--- src/verilog/spi_fram_pkg.sv ---
// Shared constants and types for the serial memory slave front end
package spi_fram_pkg;
    // ==========================================================
    // Array geometry
    localparam int ADDR_W = 15;              // Byte address width
    localparam int BYTE_W = 8;               // Serial byte width
    localparam logic [2:0] LAST_BIT = 3'h7;  // Bit index of a byte's last bit
    localparam int FIFO_DEPTH = 16;          // Write buffer depth in words

    // ==========================================================
    // Opcodes
    localparam logic [7:0] OP_SET_WEL = 8'h06;
    localparam logic [7:0] OP_CLR_WEL = 8'h04;
    localparam logic [7:0] OP_RD_STAT = 8'h05;
    localparam logic [7:0] OP_WR_STAT = 8'h01;
    localparam logic [7:0] OP_READ = 8'h03;
    localparam logic [7:0] OP_FAST_READ = 8'h0b;
    localparam logic [7:0] OP_WRITE = 8'h02;

    // ==========================================================
    // Status register layout
    localparam int SR_PPE_BIT = 7;           // protect_pin_enable_bit
    localparam int SR_WEL_BIT = 1;           // Write enable latch
    localparam logic [7:0] SR_RESET = 8'h00; // Value after reset
    localparam logic [7:0] SR_WR_MASK = 8'h8c; // Bits a status write may change

    // ==========================================================
    // Frame states
    typedef enum logic [3:0] {
        ST_IDLE,
        ST_OPCODE,
        ST_ADDR_HI,
        ST_ADDR_LO,
        ST_DUMMY,
        ST_WDATA,
        ST_RDATA,
        ST_SR_WRITE,
        ST_SR_READ,
        ST_IGNORE
    } frame_state_t;

    // Kind of array access in progress
    typedef enum logic [1:0] {
        ACC_READ,
        ACC_FAST,
        ACC_WRITE
    } access_t;
endpackage

--- src/verilog/spi_sync.sv ---
// Two flip-flop synchroniser for a group of pin levels
`timescale 1ns/100ps
module spi_sync #(
    parameter int WIDTH = 1,
    parameter logic [WIDTH-1:0] RESET_VAL = '0
) (
    input wire logic core_clk_i,
    input wire logic srst_i,
    input wire logic [WIDTH-1:0] d_i,
    output logic [WIDTH-1:0] q_o
);
    // ==========================================================
    // Synchroniser stages
    logic [WIDTH-1:0] meta; // First stage, read only by the second

    // Both stages load the idle pin levels at reset
    always_ff @(posedge core_clk_i) begin
        if (srst_i) begin
            meta <= RESET_VAL;
            q_o <= RESET_VAL;
        end else begin
            meta <= d_i;
            q_o <= meta;
        end
    end
endmodule

--- src/verilog/spi_fifo.sv ---
// Parameterised flip-flop FIFO with valid/ready on both sides
`timescale 1ns/100ps
module spi_fifo #(
    parameter int WIDTH = 8,
    parameter int DEPTH = 16
) (
    input wire logic core_clk_i,
    input wire logic srst_i,
    input wire logic in_valid_i,
    output logic in_ready_o,
    input wire logic [WIDTH-1:0] in_data_i,
    output logic out_valid_o,
    input wire logic out_ready_i,
    output logic [WIDTH-1:0] out_data_o
);
    // ==========================================================
    // Elaboration check
    localparam int PTR_W = $clog2(DEPTH);
    if (DEPTH < 2 || (1 << PTR_W) != DEPTH) begin : g_bad_depth
        $error("spi_fifo depth must be a power of two of at least 2");
    end

    // ==========================================================
    // Storage and pointers
    logic [WIDTH-1:0] mem [DEPTH]; // Word storage
    logic [PTR_W:0] wr_ptr;        // Write pointer with wrap bit
    logic [PTR_W:0] rd_ptr;        // Read pointer with wrap bit
    logic push;
    logic pop;

    // Full when pointers differ only in the wrap bit
    assign in_ready_o = !(wr_ptr[PTR_W] != rd_ptr[PTR_W] &&
                          wr_ptr[PTR_W-1:0] == rd_ptr[PTR_W-1:0]);
    assign out_valid_o = (wr_ptr != rd_ptr);
    assign out_data_o = mem[rd_ptr[PTR_W-1:0]];
    assign push = in_valid_i && in_ready_o;
    assign pop = out_valid_o && out_ready_i;

    // Write side
    always_ff @(posedge core_clk_i) begin
        if (srst_i) begin
            wr_ptr <= '0;
        end else if (push) begin
            mem[wr_ptr[PTR_W-1:0]] <= in_data_i;
            wr_ptr <= wr_ptr + 1'b1;
        end
    end

    // Read side
    always_ff @(posedge core_clk_i) begin
        if (srst_i) begin
            rd_ptr <= '0;
        end else if (pop) begin
            rd_ptr <= rd_ptr + 1'b1;
        end
    end
endmodule

--- src/verilog/spi_fram_slave.sv ---
// Serial peripheral slave front end of a byte-wide nonvolatile memory
`timescale 1ns/100ps
module spi_fram_slave #(
    parameter int ADDR_W = spi_fram_pkg::ADDR_W,
    parameter int FIFO_DEPTH = spi_fram_pkg::FIFO_DEPTH
) (
    input wire logic core_clk_i,
    input wire logic srst_i,
    input wire logic sck_i,                  // Serial clock pin
    input wire logic cs_n_i,                 // Select pin, active low
    input wire logic si_i,                   // Serial data in pin
    input wire logic hold_n_i,               // Suspend pin, active low
    input wire logic wp_n_i,                 // Write protect pin, active low
    output logic so_o,                       // Serial data out level
    output logic so_oe_n_o,                  // Output enable, low drives
    output logic mem_rd_o,                   // Array read strobe
    output logic [ADDR_W-1:0] mem_rd_addr_o, // Array read address
    input wire logic [7:0] mem_rdata_i,      // Read data, one cycle later
    output logic mem_wr_valid_o,             // Buffered write available
    input wire logic mem_wr_ready_i,         // Array takes the write
    output logic [ADDR_W-1:0] mem_wr_addr_o, // Buffered write address
    output logic [7:0] mem_wr_data_o,        // Buffered write data
    output logic [7:0] status_o,             // Status register contents
    output logic mode3_o,                    // Frame runs in mode 3
    output logic wr_overrun_o                // Write byte lost this frame
);
    // ==========================================================
    // Elaboration check
    if (ADDR_W < 9 || ADDR_W > 16) begin : g_bad_addr
        $error("spi_fram_slave address width must lie in 9..16");
    end

    // ==========================================================
    // Pin synchronisation and edge detection
    logic sck_s, cs_s, si_s, hold_s, wp_s; // Synchronised pin levels
    logic sck_d;                           // Clock level last seen
    logic cs_d;                            // Select level last seen
    logic rise, fall, cs_fall, cs_rise;

    // Idle levels: clock low, select high, data low, suspend and protect high
    // Matches the clock history reset so no false edge follows reset
    localparam logic [4:0] PIN_IDLE = 5'h0b;

    spi_sync #(.WIDTH(5), .RESET_VAL(PIN_IDLE)) u_sync (
        .core_clk_i(core_clk_i),
        .srst_i(srst_i),
        .d_i({sck_i, cs_n_i, si_i, hold_n_i, wp_n_i}),
        .q_o({sck_s, cs_s, si_s, hold_s, wp_s})
    );

    // Edge history frozen while suspended so a net level change shows as an edge on resume
    always_ff @(posedge core_clk_i) begin
        if (srst_i) begin
            sck_d <= 1'b0;
            cs_d <= 1'b1;
        end else if (hold_s) begin
            sck_d <= sck_s;
            cs_d <= cs_s;
        end
    end

    spi_fram_pkg::frame_state_t state;
    spi_fram_pkg::access_t access;
    // Clock edges count only inside an active, unsuspended frame
    assign rise = hold_s && !cs_s && sck_s && !sck_d && state != spi_fram_pkg::ST_IDLE;
    assign fall = hold_s && !cs_s && !sck_s && sck_d && state != spi_fram_pkg::ST_IDLE;
    assign cs_fall = hold_s && !cs_s && cs_d;
    assign cs_rise = hold_s && cs_s && !cs_d;

    // ==========================================================
    // Input shifter
    logic [7:0] shift_in;    // Bits gathered so far
    logic [2:0] bit_cnt;     // Bit position within the byte
    logic [7:0] next_byte;   // Byte including the bit sampled now
    logic byte_done;         // Last bit of a byte sampled
    logic [ADDR_W-1:0] addr; // Array address pointer

    assign next_byte = {shift_in[6:0], si_s};
    assign byte_done = rise && bit_cnt == spi_fram_pkg::LAST_BIT;

    // Sample on rising edges only; a stopped clock simply waits
    always_ff @(posedge core_clk_i) begin
        if (srst_i || (hold_s && cs_s)) begin
            shift_in <= '0;
            bit_cnt <= '0;
        end else if (rise) begin
            shift_in <= next_byte;
            bit_cnt <= bit_cnt + 1'b1;
        end
    end

    // Mode caught from the clock level when select falls
    always_ff @(posedge core_clk_i) begin
        if (srst_i) begin
            mode3_o <= 1'b0;
        end else if (cs_fall) begin
            mode3_o <= sck_s;
        end
    end

    // ==========================================================
    // Frame state machine
    // Only the master's select starts a frame; nothing here initiates
    always_ff @(posedge core_clk_i) begin
        if (srst_i) begin
            state <= spi_fram_pkg::ST_IDLE;
            access <= spi_fram_pkg::ACC_READ;
        end else if (!hold_s) begin
            state <= state;
        end else if (cs_s) begin
            state <= spi_fram_pkg::ST_IDLE;
        end else if (cs_fall) begin
            state <= spi_fram_pkg::ST_OPCODE;
        end else if (byte_done) begin
            case (state)
                spi_fram_pkg::ST_OPCODE: begin
                    case (next_byte)
                        spi_fram_pkg::OP_RD_STAT: state <= spi_fram_pkg::ST_SR_READ;
                        spi_fram_pkg::OP_WR_STAT: state <= spi_fram_pkg::ST_SR_WRITE;
                        spi_fram_pkg::OP_READ: begin
                            state <= spi_fram_pkg::ST_ADDR_HI;
                            access <= spi_fram_pkg::ACC_READ;
                        end
                        spi_fram_pkg::OP_FAST_READ: begin
                            state <= spi_fram_pkg::ST_ADDR_HI;
                            access <= spi_fram_pkg::ACC_FAST;
                        end
                        spi_fram_pkg::OP_WRITE: begin
                            state <= spi_fram_pkg::ST_ADDR_HI;
                            access <= spi_fram_pkg::ACC_WRITE;
                        end
                        // Latch ops and unknown codes ignore the rest
                        default: state <= spi_fram_pkg::ST_IGNORE;
                    endcase
                end
                spi_fram_pkg::ST_ADDR_HI: state <= spi_fram_pkg::ST_ADDR_LO;
                spi_fram_pkg::ST_ADDR_LO: begin
                    case (access)
                        spi_fram_pkg::ACC_WRITE: state <= spi_fram_pkg::ST_WDATA;
                        spi_fram_pkg::ACC_FAST: state <= spi_fram_pkg::ST_DUMMY;
                        default: state <= spi_fram_pkg::ST_RDATA;
                    endcase
                end
                spi_fram_pkg::ST_DUMMY: state <= spi_fram_pkg::ST_RDATA;
                default: state <= state;
            endcase
        end
    end

    // ==========================================================
    // Address pointer
    // Top address bit is dropped; the pointer wraps inside the array
    always_ff @(posedge core_clk_i) begin
        if (srst_i) begin
            addr <= '0;
        end else if (byte_done) begin
            if (state == spi_fram_pkg::ST_ADDR_HI) begin
                addr[ADDR_W-1:8] <= next_byte[ADDR_W-9:0];
            end else if (state == spi_fram_pkg::ST_ADDR_LO) begin
                addr[7:0] <= next_byte;
            end else if (state == spi_fram_pkg::ST_WDATA || state == spi_fram_pkg::ST_RDATA) begin
                addr <= addr + 1'b1;
            end
        end
    end

    // ==========================================================
    // Status register and write enable latch
    logic wel_clr_pend; // Latch clears when select rises
    logic sr_commit;    // Status write byte complete
    logic sr_blocked;   // Protect pin vetoes status writes

    assign sr_commit = byte_done && state == spi_fram_pkg::ST_SR_WRITE;
    assign sr_blocked = status_o[spi_fram_pkg::SR_PPE_BIT] && !wp_s;

    // Latch set by its opcode, cleared after a write-type frame ends
    always_ff @(posedge core_clk_i) begin
        if (srst_i) begin
            status_o <= spi_fram_pkg::SR_RESET;
            wel_clr_pend <= 1'b0;
        end else begin
            if (cs_rise) begin
                wel_clr_pend <= 1'b0;
                if (wel_clr_pend) begin
                    status_o[spi_fram_pkg::SR_WEL_BIT] <= 1'b0;
                end
            end else if (byte_done && state == spi_fram_pkg::ST_OPCODE) begin
                if (next_byte == spi_fram_pkg::OP_SET_WEL) begin
                    status_o[spi_fram_pkg::SR_WEL_BIT] <= 1'b1;
                end
                if (next_byte == spi_fram_pkg::OP_CLR_WEL ||
                    next_byte == spi_fram_pkg::OP_WR_STAT ||
                    next_byte == spi_fram_pkg::OP_WRITE) begin
                    wel_clr_pend <= 1'b1;
                end
            end else if (sr_commit && status_o[spi_fram_pkg::SR_WEL_BIT] && !sr_blocked) begin
                status_o <= (status_o & ~spi_fram_pkg::SR_WR_MASK) |
                            (next_byte & spi_fram_pkg::SR_WR_MASK);
            end
        end
    end

    // ==========================================================
    // Write path through the buffer
    logic wr_pend;                     // Word waiting for buffer space
    logic [ADDR_W+7:0] wr_word;        // Address and data of that word
    logic fifo_in_ready;
    logic wr_byte;                     // Data byte completed and enabled

    assign wr_byte = byte_done && state == spi_fram_pkg::ST_WDATA &&
                     status_o[spi_fram_pkg::SR_WEL_BIT];

    // Holding stage absorbs a full buffer for up to one byte time
    always_ff @(posedge core_clk_i) begin
        if (srst_i) begin
            wr_pend <= 1'b0;
            wr_word <= '0;
            wr_overrun_o <= 1'b0;
        end else begin
            if (cs_fall) begin
                wr_overrun_o <= 1'b0;
            end else if (wr_byte && wr_pend && !fifo_in_ready) begin
                wr_overrun_o <= 1'b1;
            end
            if (wr_byte && !(wr_pend && !fifo_in_ready)) begin
                wr_pend <= 1'b1;
                wr_word <= {addr, next_byte};
            end else if (fifo_in_ready) begin
                wr_pend <= 1'b0;
            end
        end
    end

    spi_fifo #(.WIDTH(ADDR_W + 8), .DEPTH(FIFO_DEPTH)) u_fifo (
        .core_clk_i(core_clk_i),
        .srst_i(srst_i),
        .in_valid_i(wr_pend),
        .in_ready_o(fifo_in_ready),
        .in_data_i(wr_word),
        .out_valid_o(mem_wr_valid_o),
        .out_ready_i(mem_wr_ready_i),
        .out_data_o({mem_wr_addr_o, mem_wr_data_o})
    );

    // ==========================================================
    // Read path
    logic rd_req;         // Fetch needed at the current pointer
    logic rd_load;        // Read data arrives this cycle
    logic [7:0] out_shift; // Bits still to send, MSB first

    // Fetch after the plain read address, the fast read dummy byte and each data byte
    always_ff @(posedge core_clk_i) begin
        if (srst_i) begin
            rd_req <= 1'b0;
            mem_rd_o <= 1'b0;
            mem_rd_addr_o <= '0;
            rd_load <= 1'b0;
        end else begin
            rd_req <= byte_done && (state == spi_fram_pkg::ST_RDATA ||
                      state == spi_fram_pkg::ST_DUMMY ||
                      (state == spi_fram_pkg::ST_ADDR_LO &&
                       access == spi_fram_pkg::ACC_READ));
            mem_rd_o <= rd_req;
            rd_load <= mem_rd_o;
            if (rd_req) begin
                mem_rd_addr_o <= addr;
            end
        end
    end

    // Output level changes only on falling edges or deselect; the shifter also loads read data or status
    always_ff @(posedge core_clk_i) begin
        if (srst_i || (hold_s && cs_s)) begin
            out_shift <= '0;
            so_o <= 1'b0;
        end else if (rd_load) begin
            out_shift <= mem_rdata_i;
        end else if (byte_done && (state == spi_fram_pkg::ST_SR_READ ||
                     (state == spi_fram_pkg::ST_OPCODE &&
                      next_byte == spi_fram_pkg::OP_RD_STAT))) begin
            out_shift <= status_o;
        end else if (fall) begin
            so_o <= out_shift[7];
            out_shift <= {out_shift[6:0], 1'b0};
        end
    end

    // Driver enabled only while returning data and not suspended
    always_ff @(posedge core_clk_i) begin
        if (srst_i) begin
            so_oe_n_o <= 1'b1;
        end else begin
            so_oe_n_o <= !(hold_s && !cs_s && (state == spi_fram_pkg::ST_RDATA ||
                           state == spi_fram_pkg::ST_SR_READ));
        end
    end
endmodule

--- config.mk ---
export PLATFORM = sky130hd
export DESIGN_NAME = spi_fram_slave
export DESIGN_NICKNAME = d
export VERILOG_FILES = /design/src/verilog/spi_fram_pkg.sv /design/src/verilog/spi_sync.sv /design/src/verilog/spi_fifo.sv /design/src/verilog/spi_fram_slave.sv
export SDC_FILE = /design/constraint.sdc
export NUM_CORES = 1
export LEC_CHECK = 0
export BUFFER_PORTS_ARGS = -buffer_cell sky130_fd_sc_hd__buf_2
export CORE_MARGIN = 2
export CORE_UTILIZATION = 50
export CTS_CLUSTER_SIZE = 10
export DETAILED_ROUTE_END_ITERATION = 8
export GPL_ROUTABILITY_DRIVEN = 0
export PLACE_DENSITY = 0.74
export SYNTH_ARGS = -nofsm -noshare
export SYNTH_HDL_FRONTEND = slang
export SYNTH_SLANG_ARGS = --single-unit
--- constraint.sdc ---
create_clock -name core_clk_i -period 6.2 [get_ports core_clk_i]
set_input_delay 0.31 -clock core_clk_i [delete_from_list [all_inputs] [get_ports core_clk_i]]
set_output_delay 0.31 -clock core_clk_i [all_outputs]
set_load 0.01 [all_outputs]
==> results of run 1 <==
layout by cell type (no fill, tap or decap), drive strengths merged, types with 5 or more instances in the layout:
cell type	n
nor2b	8
ha	10
nor4b	6
or2	7
a21oi	26
nand4	5
o21ai	34
buf	87
dlygate4sd3	9
edfxtp	368
mux2i	58
mux4	115
nor3	14
nand2b	10
a31oi	5
xnor2	7
xor2	10
inv	16
and4	6
clkbuf	71
nor2	100
nand2	56
nand3	9
dfxtp	116
nor4	7
synthesized netlist by cell type, drive strengths merged (4+ instances only):
cell | n | area, µm²
nand2 | 56 | 210.2
a31oi | 5 | 31.28
nor4b | 6 | 67.56
ha | 10 | 125.1
nor3 | 14 | 70.07
dfxtp | 116 | 2322
o221ai | 4 | 35.03
xor2 | 10 | 87.58
nand4 | 5 | 31.28
inv | 15 | 56.30
a211oi | 4 | 30.03
and3 | 4 | 25.02
nor2 | 100 | 375.4
nand3 | 9 | 50.05
and4 | 6 | 52.55
mux4 | 115 | 2590
xnor2 | 7 | 61.31
a22oi | 4 | 30.03
nor4 | 7 | 50.05
nor2b | 8 | 50.05
edfxtp | 368 | 11050
mux2i | 58 | 580.6
a21oi | 26 | 130.1
nand2b | 10 | 62.56
or3b | 4 | 35.04
or2 | 7 | 43.79
o21ai | 34 | 170.2
clkbuf | 41 | 153.9
buf | 29 | 153.9
power groups by stage:
stage / clock [µW] / combinational, µW / sequential [µW]
finish: 2770 / 37.4 / 3450
global route: 2950 / 41.6 / 3450
CTS: 2820 / 37.6 / 3450
detailed placement: 0 / 33.1 / 3520
global placement: 0 / 32.3 / 3520
floorplan: 0 / 26.8 / 3510
routing by layer:
metal	GRT usage	vias to the layer above	routed length (µm)	part of all wire
met1	0.2876	5265	16810	0.40
met4	0.06612	0	1179	0.028
met2	0.3648	427	21060	0.50
li1	-	4546	-	-
met5	0	-	0	0
met3	0.03359	87	2696	0.065
final timing paths:
kind | endpoint | slack (ps) | depth (start not counted)
min reg2reg | u_sync.q_o[1] | 410 | 1
min | out_shift[7] | 80 | 5
max | mem_wr_addr_o[13] | 2480 | 4
max reg2reg | u_fifo.mem[14][15] | 2930 | 6
cell families (layout without fill, tap and decap cells):
group	count (synthesis)	in the layout	synth area share
other	1	4	0.0001960
xor gates and xnor gates	17	17	0.007783
AOI/OAI and AO/OA	102	102	0.03493
DFF	484	484	0.6991
buffers and inverters	85	185	0.01903
adders and majority gates	10	10	0.006541
and+or+nand+nor	253	253	0.06671
muxes	173	173	0.1657
flip-flops by register name (all words and copies together) (netlist names), 5 cells and up, named ones only:
| signal | count |
|---|---|
| wr_word | 23 |
| addr | 15 |
| u_fifo.wr_ptr | 5 |
| shift_in | 7 |
| u_sync.q_o | 5 |
| u_fifo.rd_ptr | 5 |
| u_sync.meta | 5 |
| mem_rd_addr_o | 15 |
| out_shift | 8 |
| u_fifo.mem | 368 |
tightest hold or removal path, delay by kind of cell:
kind | cells | cell delay (ps)
compound gates | 2 | 120
buf+inv | 1 | 80
simple gates | 2 | 100
cell type report:
type	count	area, µm²
clock buffer	71	1425
clock inverter	3	55.05
fill	2842	16030
inverter	15	56.30
multi-input combinational	559	5490
sequential	484	13380
tap	511	639.4
timing repair buffer	96	585.6
metrics by stage:
step                      instances  setup slack, ps  hold WS, ps  utilization
after global placement         1656             3001        391.7       0.5327
after global routing           1739             2226        99.70       0.5743
final                          1739             2476        83.03       0.5743
after floorplan                1128             1881        389.5            -
after detailed placement       1656             2901        395.8       0.5327
after CTS                      1739             2375        69.36       0.5743
what timing repair did:
item,in CTS,in global routing
endpoints found under the hold margin,9,0
hold buffers,9,0
setup endpoints to repair,0,0
==> impl_metrics.py, run 1 <==
metrics = {
    "outcome": {
        "outcome": "completed",
    },
    "global_route": {
        "grt_pass1_wl_um": 63040,
        "grt_max_degree": 89,
        "grt_use_total": 0.2150,
        "antenna_found_initial": 0,
        "grt.overflow.total": 0,
        "grt_pass1_vias": 10540,
    },
    "worst_setup_path": {
        "cpMostUsedCell": "mux4_2",
        "slowest_stage": "dfxtp_4",
        "worstSetupPathType": "register to output port",
        "path_buf_inv": 2,
        "cp-end-kind": "output port",
        "cpPeakStageDelay_ps": 870,
        "cp_top_family": "multiplexers",
        "reg2reg_from": "u_fifo.wr_ptr[3]",
        "path_cells": "buf_4, mux4_2, mux4_2, buf_2",
        "worstPathArrival_ps": 3410,
        "crit_required_ps": 5890,
        "cp_max_fo": 40,
        "crit_path_start_kind": "register",
    },
    "clock_tree": {
        "cts_tree": "built",
        "cts_resized": 0,
        "clkSlewWorstSetupHoldPaths_ps": 60,
        "cts_max_level": 2,
        "cts_sinks": 484,
        "post_cts_buffers": 0,
        "insertion_delay_ps": 580,
        "cts_buffers": 54,
        "clock-root-buffer": "clkbuf_16",
        "cts_buffer_depth": 3,
    },
    "drt": {
        "viasPerCell": 5.937,
        "routed_wl_um": 41750,
        "antenna_left": 0,
        "num_vias": 10330,
        "wl_per_cell_um": 24.01,
        "drtIter0Drc": 1011,
        "drc": 0,
        "dr.pass1.iters": 7,
    },
    "place": {
        "place_area_mm2": 0.02006,
        "port_buffers": 63,
        "place_hpwl_um": 22920,
    },
    "sta": {
        "slew_viol_final": 0,
        "max_freq_mhz": 268.5,
        "fin_skew_ps": 28.85,
        "fin_crit_ps": 3724,
        "rsz0062_at_grt": "false",
        "finalSetupTns_ps": 0,
        "tightest_slew_ps": 1118,
        "setup_violations": 0,
        "relSlewSlack": 0.2509,
        "final-hold-violation-count": 0,
        "fin_crit_sh": 0.6007,
    },
    "power": {
        "p_leak_uw": 0.007091,
        "p_comb_frac": 0.006,
        "peakVddDrop_mv": 0.2163,
        "p_clk_frac": 0.443,
        "p_sw_frac": 0.1937,
        "p_int_uw": 5044,
        "total_power_uw": 6256,
        "power_frac_seq": 0.551,
        "p_per_area_mw_per_mm2": 289.2,
        "p_switching_uw": 1212,
    },
    "synth": {
        "async_flop_share": 0,
        "synth_cells": 1125,
        "synth_area_mm2": 0.01913,
        "synth-main-ff-cell": "edfxtp_1",
        "ys_seq_area_frac": 0.6991,
        "yosys_warnings": 0,
        "syn_area_per_cell_um2": 17.00,
        "ys_seq_elements": 484,
        "synth_edf_count": 368,
        "ys_types": 64,
    },
    "die": {
        "dieArea_mm2": 0.03984,
        "die_x_um": 199.6,
        "core-area_mm2": 0.03767,
        "die_h_um": 199.6,
        "rows": 71,
        "initial_core_util": 0.5079,
        "ios": 68,
    },
    "finish": {
        "syn_to_final_growth_pct": 13.09,
        "finalNetCount": 1236,
        "design_area_mm2": 0.02163,
        "drive_gt1_frac": 0.2402,
        "insertedDiodeCount": 0,
    },
    "job": {
        "drv_cap": 0,
    },
    "hold_path": {
        "hold_start": "mem_rdata_i[7]",
        "hold_class": "primary input to register",
    },
}
Note: power is estimated with default switching activity, not from simulation.
==> inputs of run 2 (changes only) <==
- clock period: 6.2 -> 3.8 ns (I/O delays scaled with it)
==> run 2 against run 1 <==
Effect of this change: clock-buffer cell count shrank 1; sequential cell count did not move; via count down 0.40%; sequential power grew 63%; final area increased by 0.78%; die area unchanged; highest routed layer unchanged.
==> impl_metrics.py, run 2 (synthesized netlist as in run 1, its figures left out) <==
metrics = {
    "clock_tree": {
        "cts_tree": "built",
        "post_cts_buffers": 0,
        "insertion_delay_ps": 590,
        "clock-root-buffer": "clkbuf_16",
        "cts_resized": 0,
        "cts_buffer_depth": 3,
        "cts_max_level": 2,
        "cts_buffers": 54,
        "clkSlewWorstSetupHoldPaths_ps": 50,
        "ctsHoldBuffers": 13,
        "cts_sinks": 484,
    },
    "finish": {
        "final_cell_count_no_fill": 1750,
        "layout_common_cells": "edfxtp_1, mux4_2, dfxtp_1",
        "drive_gt1_frac": 0.2454,
        "finalNetCount": 1249,
        "syn_to_final_growth_pct": 13.97,
        "largest_reg_flops": 368,
        "design_area_mm2": 0.02180,
        "mostFrequentLayoutCell": "edfxtp_1",
        "insertedDiodeCount": 0,
    },
    "sta": {
        "max_freq_mhz": 316.3,
        "fin_crit_sh": 0.8320,
        "fin_skew_ps": 30.84,
        "rsz0062_at_grt": "false",
        "slew_viol_final": 0,
        "holdWs_ps": 75.36,
        "fin_crit_ps": 3162,
        "setup_violations": 0,
        "relSlewSlack": 0.3152,
        "tightest_slew_ps": 1023,
        "final-hold-violation-count": 0,
    },
    "drt": {
        "route.met3.wl_um": 2254,
        "wl_met1_um": 17440,
        "routed_wl_um": 40370,
        "num_vias": 10280,
        "dr.pass1.iters": 5,
        "viasPerCell": 5.877,
        "met2_length_um": 19730,
        "drtIter0Drc": 899,
        "top_layer": "met4",
        "drc": 0,
        "wl_per_cell_um": 23.07,
        "antenna_left": 0,
    },
    "worst_setup_path": {
        "crit_required_ps": 3610,
        "reg2reg_from": "u_fifo.wr_ptr[3]",
        "crit_path_start_kind": "register",
        "cp_max_fo": 35,
        "worstReg2RegEnd": "u_fifo.mem[4][9]",
        "worstSetupPathType": "register to output port",
        "rrSetupSlack_ps": 830,
        "worstPathArrival_ps": 2970,
        "cp-end-kind": "output port",
        "rr_worst_depth": 6,
    },
    "die": {
        "die_h_um": 199.6,
        "ios": 68,
        "dieArea_mm2": 0.03984,
        "rows": 71,
        "core-area_mm2": 0.03767,
        "die_x_um": 199.6,
        "initial_core_util": 0.5079,
    },
    "place": {
        "dp.cells": 1665,
        "port_buffers": 63,
        "place_hpwl_um": 23730,
        "place_area_mm2": 0.02019,
    },
    "hold_path": {
        "min_path_cells": 4,
        "hold_class": "primary input to register",
        "hold_start": "mem_wr_ready_i",
    },
    "global_route": {
        "grt_pass1_wl_um": 61980,
        "grt_use_total": 0.2096,
        "grt_pass1_vias": 10360,
        "grt_max_degree": 89,
        "antenna_found_initial": 0,
        "grt.overflow.total": 0,
    },
    "power": {
        "p_per_area_mw_per_mm2": 468.9,
        "p_leak_uw": 0.007167,
        "peakVddDrop_mv": 0.3352,
        "total_power_uw": 10220,
    },
    "job": {
        "drv_cap": 0,
    },
    "outcome": {
        "outcome": "completed",
    },
}
## run 2: changes by cell type in the layout (fill, tap and decap cells not counted), sizes merged
cell	previous run	this run
buf	87	96
dlygate4sd3	9	13
clkbuf	71	70
clkinv	2	1
## run 2: cell type report
class	count	area, µm²
fillers	2824	15860
flip-flops and latches	484	13380
multi-input cells	559	5512
clock buffers	70	1433
repair buffers	109	730.7
well taps	511	639.4
inverters	15	56.30
clock inverters	2	50.05
## run 2: power by group
part / internal [µW] / leakage [µW] / total [µW] / switching [µW]
sequential: 5620 / 0.00435 / 5630 / 7.65
clock: 2600 / 0.000717 / 4530 / 1930
combinational: 26.8 / 0.00210 / 65.0 / 38.2
## run 2: critical path: stages (launching register included)
cell and delay [ps]:
dfxtp_4 760, buf_12 360, mux4_2 570, mux4_2 520
buf_2 170
## run 2: how the worst max path moves through the flow
stage / start / slack, ps / to
6_report: register / 640 / mem_wr_addr_o[2]
5_1_grt: register / 480 / mem_wr_addr_o[2]
4_1_cts: register / 570 / mem_wr_addr_o[2]
3_5_place_dp: u_fifo.wr_ptr[3] / 860 / u_fifo.mem[4][21]
3_3_place_gp: u_fifo.wr_ptr[3] / 920 / u_fifo.mem[4][21]
2_1_floorplan: u_fifo.wr_ptr[3] / -330 / u_fifo.mem[1][0]
## run 2: through the flow
stage               TNS [ps]  utilization  worst slack, ps
detailed placement         0       0.5360            862.0
floorplan             -43020            -           -325.4
finish                     0       0.5788            638.5
CTS                        0       0.5788            567.8
global route               0       0.5788            481.9
global placement           0       0.5360            924.7
## run 2: routing by layer
| metal | vias up | global-route usage |
|---|---|---|
| li1 | 4575 | - |
| met1 | 5288 | 0.2913 |
| met2 | 360 | 0.3431 |
| met3 | 61 | 0.03494 |
| met4 | 0 | 0.06173 |
| met5 | - | 0 |
